<file path="config.mk">
export PLATFORM = sky130hd
export DESIGN_NAME = mtc_csr_bank
export DESIGN_NICKNAME = d
export VERILOG_FILES = /design/src/mtc_irq_pending.v /design/src/mtc_trigger_match.v /design/src/mtc_csr_bank.v
export VERILOG_INCLUDE_DIRS = /design/src /design/src/src
export SDC_FILE = /design/constraint.sdc
export NUM_CORES = 1
export LEC_CHECK = 0
export ABC_AREA = 1
export BUFFER_PORTS_ARGS = -buffer_cell sky130_fd_sc_hd__buf_2
export CAP_MARGIN = 20
export CORE_MARGIN = 3
export CORE_UTILIZATION = 51
export CTS_CLUSTER_DIAMETER = 120
export CTS_CLUSTER_SIZE = 28
export DETAILED_ROUTE_END_ITERATION = 8
export HOLD_SLACK_MARGIN = 0.1
export PLACE_DENSITY = 0.8
export SLEW_MARGIN = 20
export SYNTH_ARGS = -nofsm -noshare
export SYNTH_HDL_FRONTEND = slang
export SYNTH_SLANG_ARGS = --single-unit
</file>
<file path="constraint.sdc">
create_clock -name REF_CLK -period 1.7 [get_ports REF_CLK]
set_input_delay 0.255 -clock REF_CLK [delete_from_list [all_inputs] [get_ports REF_CLK]]
set_output_delay 0.255 -clock REF_CLK [all_outputs]
set_load 0.01 [all_outputs]
</file>
<file path="src/mtc_defs.vh">
// Constants for the machine trap and trigger register bank.
`ifndef MTC_DEFS_VH
`define MTC_DEFS_VH

`define MTC_ADDR_W            12
`define MTC_ADDR_SCRATCH      12'h340
`define MTC_ADDR_EPC          12'h341
`define MTC_ADDR_CAUSE        12'h342
`define MTC_ADDR_TVAL         12'h343
`define MTC_ADDR_PENDING      12'h344
`define MTC_ADDR_TSEL         12'h7a0
`define MTC_ADDR_TCTRL        12'h7a1
`define MTC_ADDR_BPADDR       12'h7a2
`define MTC_ADDR_TEXTRA       12'h7a3
`define MTC_ADDR_TINFO        12'h7a4
`define MTC_ADDR_MCONTEXT     12'h7a8

`define MTC_RST_SCRATCH       32'h00000000
`define MTC_RST_EPC           32'h00000000
`define MTC_RST_CAUSE_CODE    5'h00
`define MTC_RST_BPADDR        32'h00000000
`define MTC_RST_PENDING       32'h00000000
`define MTC_ZERO              32'h00000000

`define MTC_EPC_KEEP_MASK     32'hfffffffe
`define MTC_CAUSE_IRQ_BIT     31
`define MTC_CAUSE_CODE_MSB    4
`define MTC_CAUSE_PAD_W       26

`define MTC_PEND_MASK         32'hffff0888
`define MTC_PEND_EXT_BIT      11
`define MTC_PEND_TIMER_BIT    7
`define MTC_PEND_SOFT_BIT     3

`define MTC_TCTRL_FIXED       32'h28001040
`define MTC_TCTRL_EXEC_BIT    2
`define MTC_TINFO_VALUE       32'h00000004

`endif

</file>
<file path="src/mtc_irq_pending.v">
// Read-only pending mirror of the interrupt request lines.
`timescale 1ns/1ps
`include "mtc_defs.vh"

module mtc_irq_pending (
    input  wire        clk,       // Core clock.
    input  wire        srst,      // Synchronous reset, active high.
    input  wire [31:0] irq_lines, // Interrupt request lines.
    output reg  [31:0] pending    // Registered pending view.
);

    // Sampled every edge; no write path exists, so software cannot alter it.
    always @(posedge clk) begin
        if (srst) begin
            pending <= `MTC_RST_PENDING;
        end else begin
            pending <= irq_lines & `MTC_PEND_MASK;
        end
    end

endmodule // mtc_irq_pending

</file>
<file path="src/mtc_trigger_match.v">
// Exact instruction address comparator for the single breakpoint.
`timescale 1ns/1ps

module mtc_trigger_match (
    input  wire        fetch_valid, // Fetch address is valid.
    input  wire [31:0] fetch_addr,  // Address being fetched.
    input  wire [31:0] bp_addr,     // Breakpoint address.
    input  wire        exec_en,     // Execute matching enabled.
    input  wire        in_debug,    // Core already in debug mode.
    output wire        hit          // Break before this instruction.
);

    // Whole-address compare with no mask; a core already in debug mode
    // must not retrigger on its own debug code.
    assign hit = fetch_valid & exec_en & ~in_debug &
                 (fetch_addr == bp_addr);

endmodule // mtc_trigger_match

</file>
<file path="src/mtc_csr_bank.v">
// Machine trap and trigger control and status register bank.
`timescale 1ns/1ps
`include "mtc_defs.vh"

module mtc_csr_bank (
    input  wire        REF_CLK,       // Core clock, 100 MHz.
    input  wire        SRST,          // Synchronous reset, active high.
    input  wire        CSR_EN,        // Register access strobe.
    input  wire        CSR_WE,        // Access is a write.
    input  wire [11:0] CSR_ADDR,      // Register address.
    input  wire [31:0] CSR_WDATA,     // Resolved write value.
    input  wire        MACHINE_MODE,  // Core runs in machine mode.
    input  wire        DEBUG_MODE,    // Core runs in debug mode.
    output reg  [31:0] CSR_RDATA,     // Read value.
    output reg         CSR_RVALID,    // Access answered.
    output reg         CSR_ERROR,     // Access refused.
    input  wire        EXC_TAKE,      // Exception or interrupt taken.
    input  wire        EXC_IS_IRQ,    // Trap caused by an interrupt.
    input  wire [4:0]  EXC_CODE,      // Exception code of the trap.
    input  wire [31:0] EXC_PC,        // PC of the trapping instruction.
    input  wire [31:0] HANDLER_PC,    // Trap handler address.
    input  wire        MRET_EXEC,     // Return from machine trap.
    output wire        REDIRECT_VALID,// Fetch redirect request.
    output reg  [31:0] REDIRECT_PC,   // Fetch redirect target.
    input  wire [31:0] IRQ_LINES,     // Interrupt request lines.
    output wire [31:0] IRQ_PENDING,   // Pending view for the core.
    input  wire        FETCH_VALID,   // Fetch address valid.
    input  wire [31:0] FETCH_ADDR,    // Fetch address.
    output wire        DEBUG_HALT_REQ // Enter debug before this fetch.
);

    localparam [2:0] ST_IDLE = 3'h1;
    localparam [2:0] ST_TRAP = 3'h2;
    localparam [2:0] ST_RET  = 3'h4;

    reg  [31:0] scratch_reg;
    reg  [31:0] scratch_next;
    reg  [31:0] epc_reg;
    reg  [31:0] epc_next;
    reg         cause_irq_reg;
    reg         cause_irq_next;
    reg  [4:0]  cause_code_reg;
    reg  [4:0]  cause_code_next;
    reg         exec_en_reg;
    reg         exec_en_next;
    reg  [31:0] bp_addr_reg;
    reg  [31:0] bp_addr_next;
    reg  [2:0]  state_reg;
    reg  [2:0]  state_next;
    reg  [31:0] redirect_next;
    reg  [31:0] rdata_next;
    reg         mapped;
    wire [31:0] pending;
    wire        priv_ok;
    wire        wr_ok;
    wire        dbg_wr_ok;

    // True when the access is aimed at the given register.
    function hit_addr;
        input [11:0] addr;
        input [11:0] target;
        begin
            hit_addr = (addr == target);
        end
    endfunction

    // Registers of this bank are only reachable from the two privileged
    // modes; anything else is refused and leaves state untouched.
    assign priv_ok   = MACHINE_MODE | DEBUG_MODE;
    assign wr_ok     = CSR_EN & CSR_WE & priv_ok;
    // The breakpoint is a debugger resource, so machine-mode code cannot
    // disturb it even though it may read it.
    assign dbg_wr_ok = wr_ok & DEBUG_MODE;

    mtc_irq_pending u_pending (
        .clk       (REF_CLK),
        .srst      (SRST),
        .irq_lines (IRQ_LINES),
        .pending   (pending)
    );

    mtc_trigger_match u_match (
        .fetch_valid (FETCH_VALID),
        .fetch_addr  (FETCH_ADDR),
        .bp_addr     (bp_addr_reg),
        .exec_en     (exec_en_reg),
        .in_debug    (DEBUG_MODE),
        .hit         (DEBUG_HALT_REQ)
    );

    assign IRQ_PENDING = pending;

    // The match is combinational so the fetch stage can stop the
    // instruction before it issues; a registered hit would be a cycle late.
    // Its only action is the debug entry request.

    always @* begin
        scratch_next = scratch_reg;
        if (wr_ok && hit_addr(CSR_ADDR, `MTC_ADDR_SCRATCH)) begin
            scratch_next = CSR_WDATA;
        end
    end

    // A trap taken in the same cycle as a software write wins, because
    // the handler relies on the saved state of the trap it is serving.
    always @* begin
        epc_next        = epc_reg;
        cause_irq_next  = cause_irq_reg;
        cause_code_next = cause_code_reg;
        if (EXC_TAKE) begin
            epc_next        = EXC_PC & `MTC_EPC_KEEP_MASK;
            cause_irq_next  = EXC_IS_IRQ;
            cause_code_next = EXC_CODE;
        end else if (wr_ok) begin
            if (hit_addr(CSR_ADDR, `MTC_ADDR_EPC)) begin
                epc_next = CSR_WDATA & `MTC_EPC_KEEP_MASK;
            end
            if (hit_addr(CSR_ADDR, `MTC_ADDR_CAUSE)) begin
                // Codes are stored as written; legality is up to software.
                cause_irq_next  = CSR_WDATA[`MTC_CAUSE_IRQ_BIT];
                cause_code_next = CSR_WDATA[`MTC_CAUSE_CODE_MSB:0];
            end
        end
    end

    always @* begin
        exec_en_next = exec_en_reg;
        bp_addr_next = bp_addr_reg;
        if (dbg_wr_ok && hit_addr(CSR_ADDR, `MTC_ADDR_TCTRL)) begin
            exec_en_next = CSR_WDATA[`MTC_TCTRL_EXEC_BIT];
        end
        if (dbg_wr_ok && hit_addr(CSR_ADDR, `MTC_ADDR_BPADDR)) begin
            bp_addr_next = CSR_WDATA;
        end
    end

    // Trap entry has priority over a return arriving in the same cycle.
    always @* begin
        state_next    = ST_IDLE;
        redirect_next = REDIRECT_PC;
        case (state_reg)
            ST_IDLE, ST_TRAP, ST_RET: begin
                if (EXC_TAKE) begin
                    state_next    = ST_TRAP;
                    redirect_next = HANDLER_PC;
                end else if (MRET_EXEC) begin
                    state_next    = ST_RET;
                    redirect_next = epc_reg;
                end
            end
            default: begin
                state_next = ST_IDLE;
            end
        endcase
    end

    assign REDIRECT_VALID = (state_reg == ST_TRAP) | (state_reg == ST_RET);

    always @* begin
        rdata_next = `MTC_ZERO;
        mapped     = 1'b1;
        case (CSR_ADDR)
            `MTC_ADDR_SCRATCH: begin
                rdata_next = scratch_reg;
            end
            `MTC_ADDR_EPC: begin
                rdata_next = epc_reg;
            end
            `MTC_ADDR_CAUSE: begin
                rdata_next = {cause_irq_reg,
                              {`MTC_CAUSE_PAD_W{1'b0}},
                              cause_code_reg};
            end
            `MTC_ADDR_TVAL: begin
                rdata_next = `MTC_ZERO;
            end
            `MTC_ADDR_PENDING: begin
                rdata_next = pending;
            end
            `MTC_ADDR_TSEL: begin
                rdata_next = `MTC_ZERO;
            end
            `MTC_ADDR_TCTRL: begin
                rdata_next = `MTC_TCTRL_FIXED |
                             {29'h0, exec_en_reg, 2'h0};
            end
            `MTC_ADDR_BPADDR: begin
                rdata_next = bp_addr_reg;
            end
            `MTC_ADDR_TEXTRA, `MTC_ADDR_MCONTEXT: begin
                rdata_next = `MTC_ZERO;
            end
            `MTC_ADDR_TINFO: begin
                rdata_next = `MTC_TINFO_VALUE;
            end
            default: begin
                rdata_next = `MTC_ZERO;
                mapped     = 1'b0;
            end
        endcase
    end

    always @(posedge REF_CLK) begin
        if (SRST) begin
            scratch_reg    <= `MTC_RST_SCRATCH;
            epc_reg        <= `MTC_RST_EPC;
            cause_irq_reg  <= 1'b0;
            cause_code_reg <= `MTC_RST_CAUSE_CODE;
            exec_en_reg    <= 1'b0;
            bp_addr_reg    <= `MTC_RST_BPADDR;
            state_reg      <= ST_IDLE;
            REDIRECT_PC    <= `MTC_ZERO;
            CSR_RDATA      <= `MTC_ZERO;
            CSR_RVALID     <= 1'b0;
            CSR_ERROR      <= 1'b0;
        end else begin
            scratch_reg    <= scratch_next;
            epc_reg        <= epc_next;
            cause_irq_reg  <= cause_irq_next;
            cause_code_reg <= cause_code_next;
            exec_en_reg    <= exec_en_next;
            bp_addr_reg    <= bp_addr_next;
            state_reg      <= state_next;
            REDIRECT_PC    <= redirect_next;
            CSR_RVALID     <= CSR_EN;
            // A refused access still answers, with zero data.
            CSR_ERROR      <= CSR_EN & (~priv_ok | ~mapped);
            CSR_RDATA      <= (CSR_EN & priv_ok) ? rdata_next : `MTC_ZERO;
        end
    end

endmodule // mtc_csr_bank

</file>
Word-level counts from Yosys, hierarchy flattened
Cells that the tools add are included.
{ "op_classes": {"magnitude_cmp": 0, "mul": 0, "n_addsub": 0, "shifts": 0, "eq_ne": 15, "muxes": 15, "bitwise_logic": 16, "n_div": 0, "reduce_logical": 15} }
{ "op_table": {"columns": ["cell", "n"], "rows": [
  ["one-hot mux 32 bit (7 select lines)", 1],
  ["2-to-1 mux 32 bit", 5],
  ["equality test 12 x 11 -> 1 bit (second input constant)", 6],
  ["equality test 12 x 10 -> 1 bit (second input constant)", 5],
  ["equality test 32 bit", 1],
  ["2-to-1 mux 5 bit", 3],
  ["OR reduction 11 bit", 1],
  ["AND 1 bit", 8],
  ["nonzero test 2 bit", 4],
  ["AND reduction 2 bit", 3],
  ["OR reduction 3 bit", 2],
  ["inverter 1 bit", 5],
  ["2-to-1 mux 1 bit", 4],
  ["OR reduction 2 bit", 2],
  ["equality test 3 x 1 -> 1 bit (second input constant)", 1],
  ["equality test 3 x 2 -> 1 bit (second input constant)", 1],
  ["equality test 3 bit (second input constant)", 1],
  ["logical AND 1 bit", 3],
  ["2-to-1 mux 3 bit", 1],
  ["OR 1 bit", 3],
  ["2-to-1 mux 2 bit", 1]
]} }
{ "totals": {"memories": 0, "latch_bits": 0, "input_bits": 187, "mem_bits_rw": 0, "romBits": 0, "register_bits": 203, "word_cells": 75} }

Logic depth before layout (Yosys ltp)
{ "logic_depth": {"word_depth": 6, "ltp_mapped": 10, "ltp_nobuf": 9} }

Cells and area by module
Synthesis repeated with hierarchy kept, for this count alone.
{ "unflattened": {"cells_unflattened": 1353, "hier_area_um2": 9155.0} }
{ "modules_own_cells": {"columns": ["module", "seq_area_each_um2", "area_each_um2", "n_inst", "cells_each"], "rows": [
  ["mtc_csr_bank", 3423.3, 7916.3, 1, 1142],
  ["mtc_irq_pending", 380.4, 650.6, 1, 73],
  ["mtc_trigger_match", 0.0, 588.1, 1, 138]
]} }

Worst setup path after synthesis
Ideal clock, no wire load.
{ "synth_timing": {"kind": "input to register", "start": "input port CSR_ADDR[7]", "end": "register epc_reg[28]", "path_slack_ns": 0.384, "required_time_ns": 1.578, "arrival_ns": 1.194, "setup_ns": 0.122, "path_stages": 9, "path_cell_list": "inv_1 -> nand2_1 -> nor2_4 -> nand2_4 -> nor2_8 -> nand3_2 -> buf_2 -> nor2_1 -> nor3_2"} }
{ "synth_between": {"elab_chain_cells": 3} }
{ "synth_lines": {"columns": ["item", "line_no", "text"], "rows": [
  ["from (decl)", "mtc_csr_bank.v:10", "input wire [11:0] CSR_ADDR,"],
  ["equality test 12 x 10 -> 1 bit", "mtc_csr_bank.v:63", "hit_addr = (addr == target);"],
  ["nonzero test 2 bit (no source line)", null, null],
  ["AND reduction 2 bit (no source line)", null, null],
  ["to (signal assigned)", "mtc_csr_bank.v:206", "epc_reg <= `MTC_RST_EPC;"],
  ["to (signal assigned)", "mtc_csr_bank.v:218", "epc_reg <= epc_next;"],
  ["to (decl)", "mtc_csr_bank.v:38", "reg [31:0] epc_reg;"]
]} }
Every way passes these cells.
A chain may end at the register's enable or synchronous reset.

Final worst setup path
{ "layout_timing": {"start": "register bp_addr_reg[3]", "end": "output port DEBUG_HALT_REQ"} }
{ "layout_between": {"elab_chain_cells": 2} }
{ "layout_lines": {"columns": ["item", "line_no", "text"], "rows": [
  ["from (decl)", "mtc_csr_bank.v:46", "reg [31:0] bp_addr_reg;"],
  ["from (signal assigned)", "mtc_csr_bank.v:210", "bp_addr_reg <= `MTC_RST_BPADDR;"],
  ["from (signal assigned)", "mtc_csr_bank.v:222", "bp_addr_reg <= bp_addr_next;"],
  ["equality test 32 bit", "mtc_trigger_match.v:16", "(fetch_addr == bp_addr);"],
  ["AND 1 bit", "mtc_trigger_match.v:15", "assign hit = fetch_valid & exec_en & ~in_debug &"],
  ["to (decl)", "mtc_csr_bank.v:29", "output wire DEBUG_HALT_REQ"]
]} }
Every way passes these cells.

==> qor.csv <==
metric;value;unit
outcome;finished, violations left;
violated checks;setup timing;
post-place setup slack;-13.6;ps
shortest period the worst path allows;1890;ps
clock network fraction of total power;0.386;
top post-synthesis cells by area;dfxtp_1, nand2_1, nor2_1, o21ai_0, inv_1;
hold path start;CSR_WDATA[14];
number of instances on the worst hold path;3;
final instance count without filler cells;1783;
synthesized cell area;0.00876;sq mm
total count of hold-check failures in the final report;0;
largest incremental delay on the critical path;420;ps
fillcell total;1499;
DR DRC count;0;
CP arrival;1630;ps
layout overhead on the synthesized area;28.6;%
Area after DPL;0.0104;sq mm
number of buffer and inverter instances along the worst setup path;1;
Initial Util;0.524;
kind of start point of the critical path;flip-flop;
switching power total;2.64;mW
highest ir drop seen on vdd;0.775;mV
top achievable clock speed;530;MHz
# rows;47;
static leakage;5.39;nW
worst reg-to-reg path cell count;7;
Setup Total Neg Slack;-187;ps
antenna violations before repair;8;
Warnings, synthesis;0;
worst reg2reg path startpoint;state_reg[1];
power density normalized to cell area;875;mW/mm^2
Num CTS Buffers;17;
worst clock skew on the final layout;6.91;ps
share of total power consumed by net switching;0.268;
cell breakdown of the critical path;xnor2_2 -> nand3_1 -> nor2_1 -> nand3_1 -> nor2_1 -> buf_2;
first-pass GRT wire length;41400;um
cell internal power dissipation;7.22;mW
final number of max-transition violations;0;
clock latency at the later pin of the worst-skew pair;440;ps
gpl congestion;0.930;
worst setup path category;reg -> out;
maximum net fanout on the critical path;3;
synthesis-stage register bit count;190;
design area;0.0113;sq mm
number of levels in the clock H-tree;4;
sequential share of power;0.482;
die outline width;137;um
routed len/inst;15.6;um
CTS root buf;clkbuf_16;
number of top-level pins;287;
number of different library cells in the post-synthesis netlist;34;
area leader, netlist;dfxtp_1;
Die Y;137;um
CTS Sinks;190;
fraction of synthesized cell area taken by the top area cell type;0.434;
PnR worst setup slack;-187;ps
pin count of the biggest net entering global routing;67;
Core Region;0.0167;sq mm
Critical R2R Capture;REDIRECT_PC[20];
via count of the first global-routing pass;8295;
share of layout cells above drive strength 1;0.270;
cell count after placement;1726;
number of maximum-capacitance violations;0;
HPWL after DPL;20900;um
count of vias placed by the detailed router;9056;
Clock transition at path regs;70;ps
setup repair after global routing missed its margin;yes;
final worst-path cycle share;1.11;
number of buffer cells added on primary ports;259;
global-route usage over all layers;0.286;
Hold EP;bp_addr_reg[14];
die area;0.0188;sq mm
antenna-violating nets left;0;
clock tree from TritonCTS;yes;
average footprint of a synthesized cell;6.91;sq um
combinational group share of total power;0.133;
Critical Path End Type;output port;
remaining global-route overflow;0;
Seq/Total Area, Yosys;0.434;
slack of the worst reg-to-reg path;230;ps
cell with the largest stage delay on the worst path;dfxtp_1;
final layout net count;1735;
crit-path leading delay family;simple AND/OR/NAND/NOR gates;
router iterations before antenna repair;6;
worst hold path type;in -> reg;
worst endpoint required time;1440;ps
core utilization of the finished layout;0.675;
aggregate routed wire length;27700;um
clk buf depth;2;
Vias/cell;5.08;
number of DRC markers in iteration 0;691;
endpoints failing setup;1;
Post-Synthesis Cells;1267;
-- cell families after synthesis --
family / Yosys count / share of synthesized area
buffers and inverters: 193 / 0.0984
AOI/OAI and AO/OA: 240 / 0.144
DFF: 190 / 0.434
xor gates and xnor gates: 19 / 0.0190
and+or+nand+nor: 624 / 0.304
other: 1 / 0.000428
-- cell type report --
type                       instances  area, sq um  share of cell area
multi-input combinational        896         4160               0.370
sequential                       190         3820               0.339
timing repair buffer             328         2010               0.178
clock buffer                      21          480              0.0426
inverter                         115          435              0.0386
tap                              220          275              0.0244
clock inverter                    11         82.6             0.00733
antenna                            2         5.00            0.000444
-- metrics by stage --
stage	hold WS [ps]	total power [mW]
final	120	9.86
after CTS	110	9.87
after global routing	111	10.3
after global placement	432	6.08
after detailed placement	436	6.11
after floorplan	362	5.55
-- layout by cell type, fill, tap and decap left out, drive strengths merged, types with 6 or more instances in the layout --
cell type	synthesis	final
nor2	227	227
clkbuf	32	21
o22ai	6	6
o21ai	151	151
xnor2	10	10
o211ai	8	8
xor2	9	9
dfxtp	190	190
nand2	317	317
nor3	22	22
nand3	52	52
conb	1	13
dlygate4sd3	0	22
inv	114	116
a21oi	75	75
buf	46	306
-- synth_stat cells (all sizes together) --
cell type  number
clkbuf         32
xor2            9
o211ai          8
nand2         317
a21oi          75
xnor2          10
and3            1
dfxtp         190
conb            1
clkinv          1
inv           114
or2             1
buf            46
nand4           4
nor3           22
nor2          227
o21ai         151
nand3          52
o22ai           6
-- worst max-delay path by stage --
stage                           to  slack, ps      startpoint  depth (start not counted)
finish              DEBUG_HALT_REQ       -190  bp_addr_reg[3]                          6
global route        DEBUG_HALT_REQ       -260  bp_addr_reg[2]                          9
CTS                 DEBUG_HALT_REQ       -180  bp_addr_reg[8]                          6
detailed placement     epc_reg[27]        -10     CSR_ADDR[3]                          9
global placement        epc_reg[8]         40     CSR_ADDR[3]                          9
floorplan              epc_reg[28]        380     CSR_ADDR[7]                          9
-- worst min-delay path, delay by kind of cell --
kind,cells,cell delay (ps)
buffers and inverters,1,110
AO/OA/AOI/OAI,1,80
AND/OR/NAND/NOR,1,70
-- power by group through the flow --
| stage | registers (mW) | clock network [mW] | logic, mW |
|---|---|---|---|
| floorplan | 4.89 | 0 | 0.658 |
| global placement | 4.85 | 0 | 1.23 |
| detailed placement | 4.85 | 0 | 1.25 |
| CTS | 4.75 | 3.81 | 1.30 |
| global route | 4.77 | 4.03 | 1.46 |
| finish | 4.75 | 3.80 | 1.31 |
-- timing repair --
action | in CTS | in global routing
pin swaps | 10 | 7
hold buffers | 22 | 0
hold endpoints to repair | 22 | 0
buffers inserted | 1 | 0
gates resized for setup | 12 | 15
setup endpoints to repair | 1 | 3
-- layer usage --
layer / track usage / wire length (um) / up-vias
li1: - / - / 4542
met1: 0.342 / 10800 / 4078
met2: 0.501 / 13900 / 344
met3: 0.0610 / 2140 / 78
met4: 0.111 / 879 / 14
met5: 0 / 79 / -
Power figures use the tool's default switching activity.
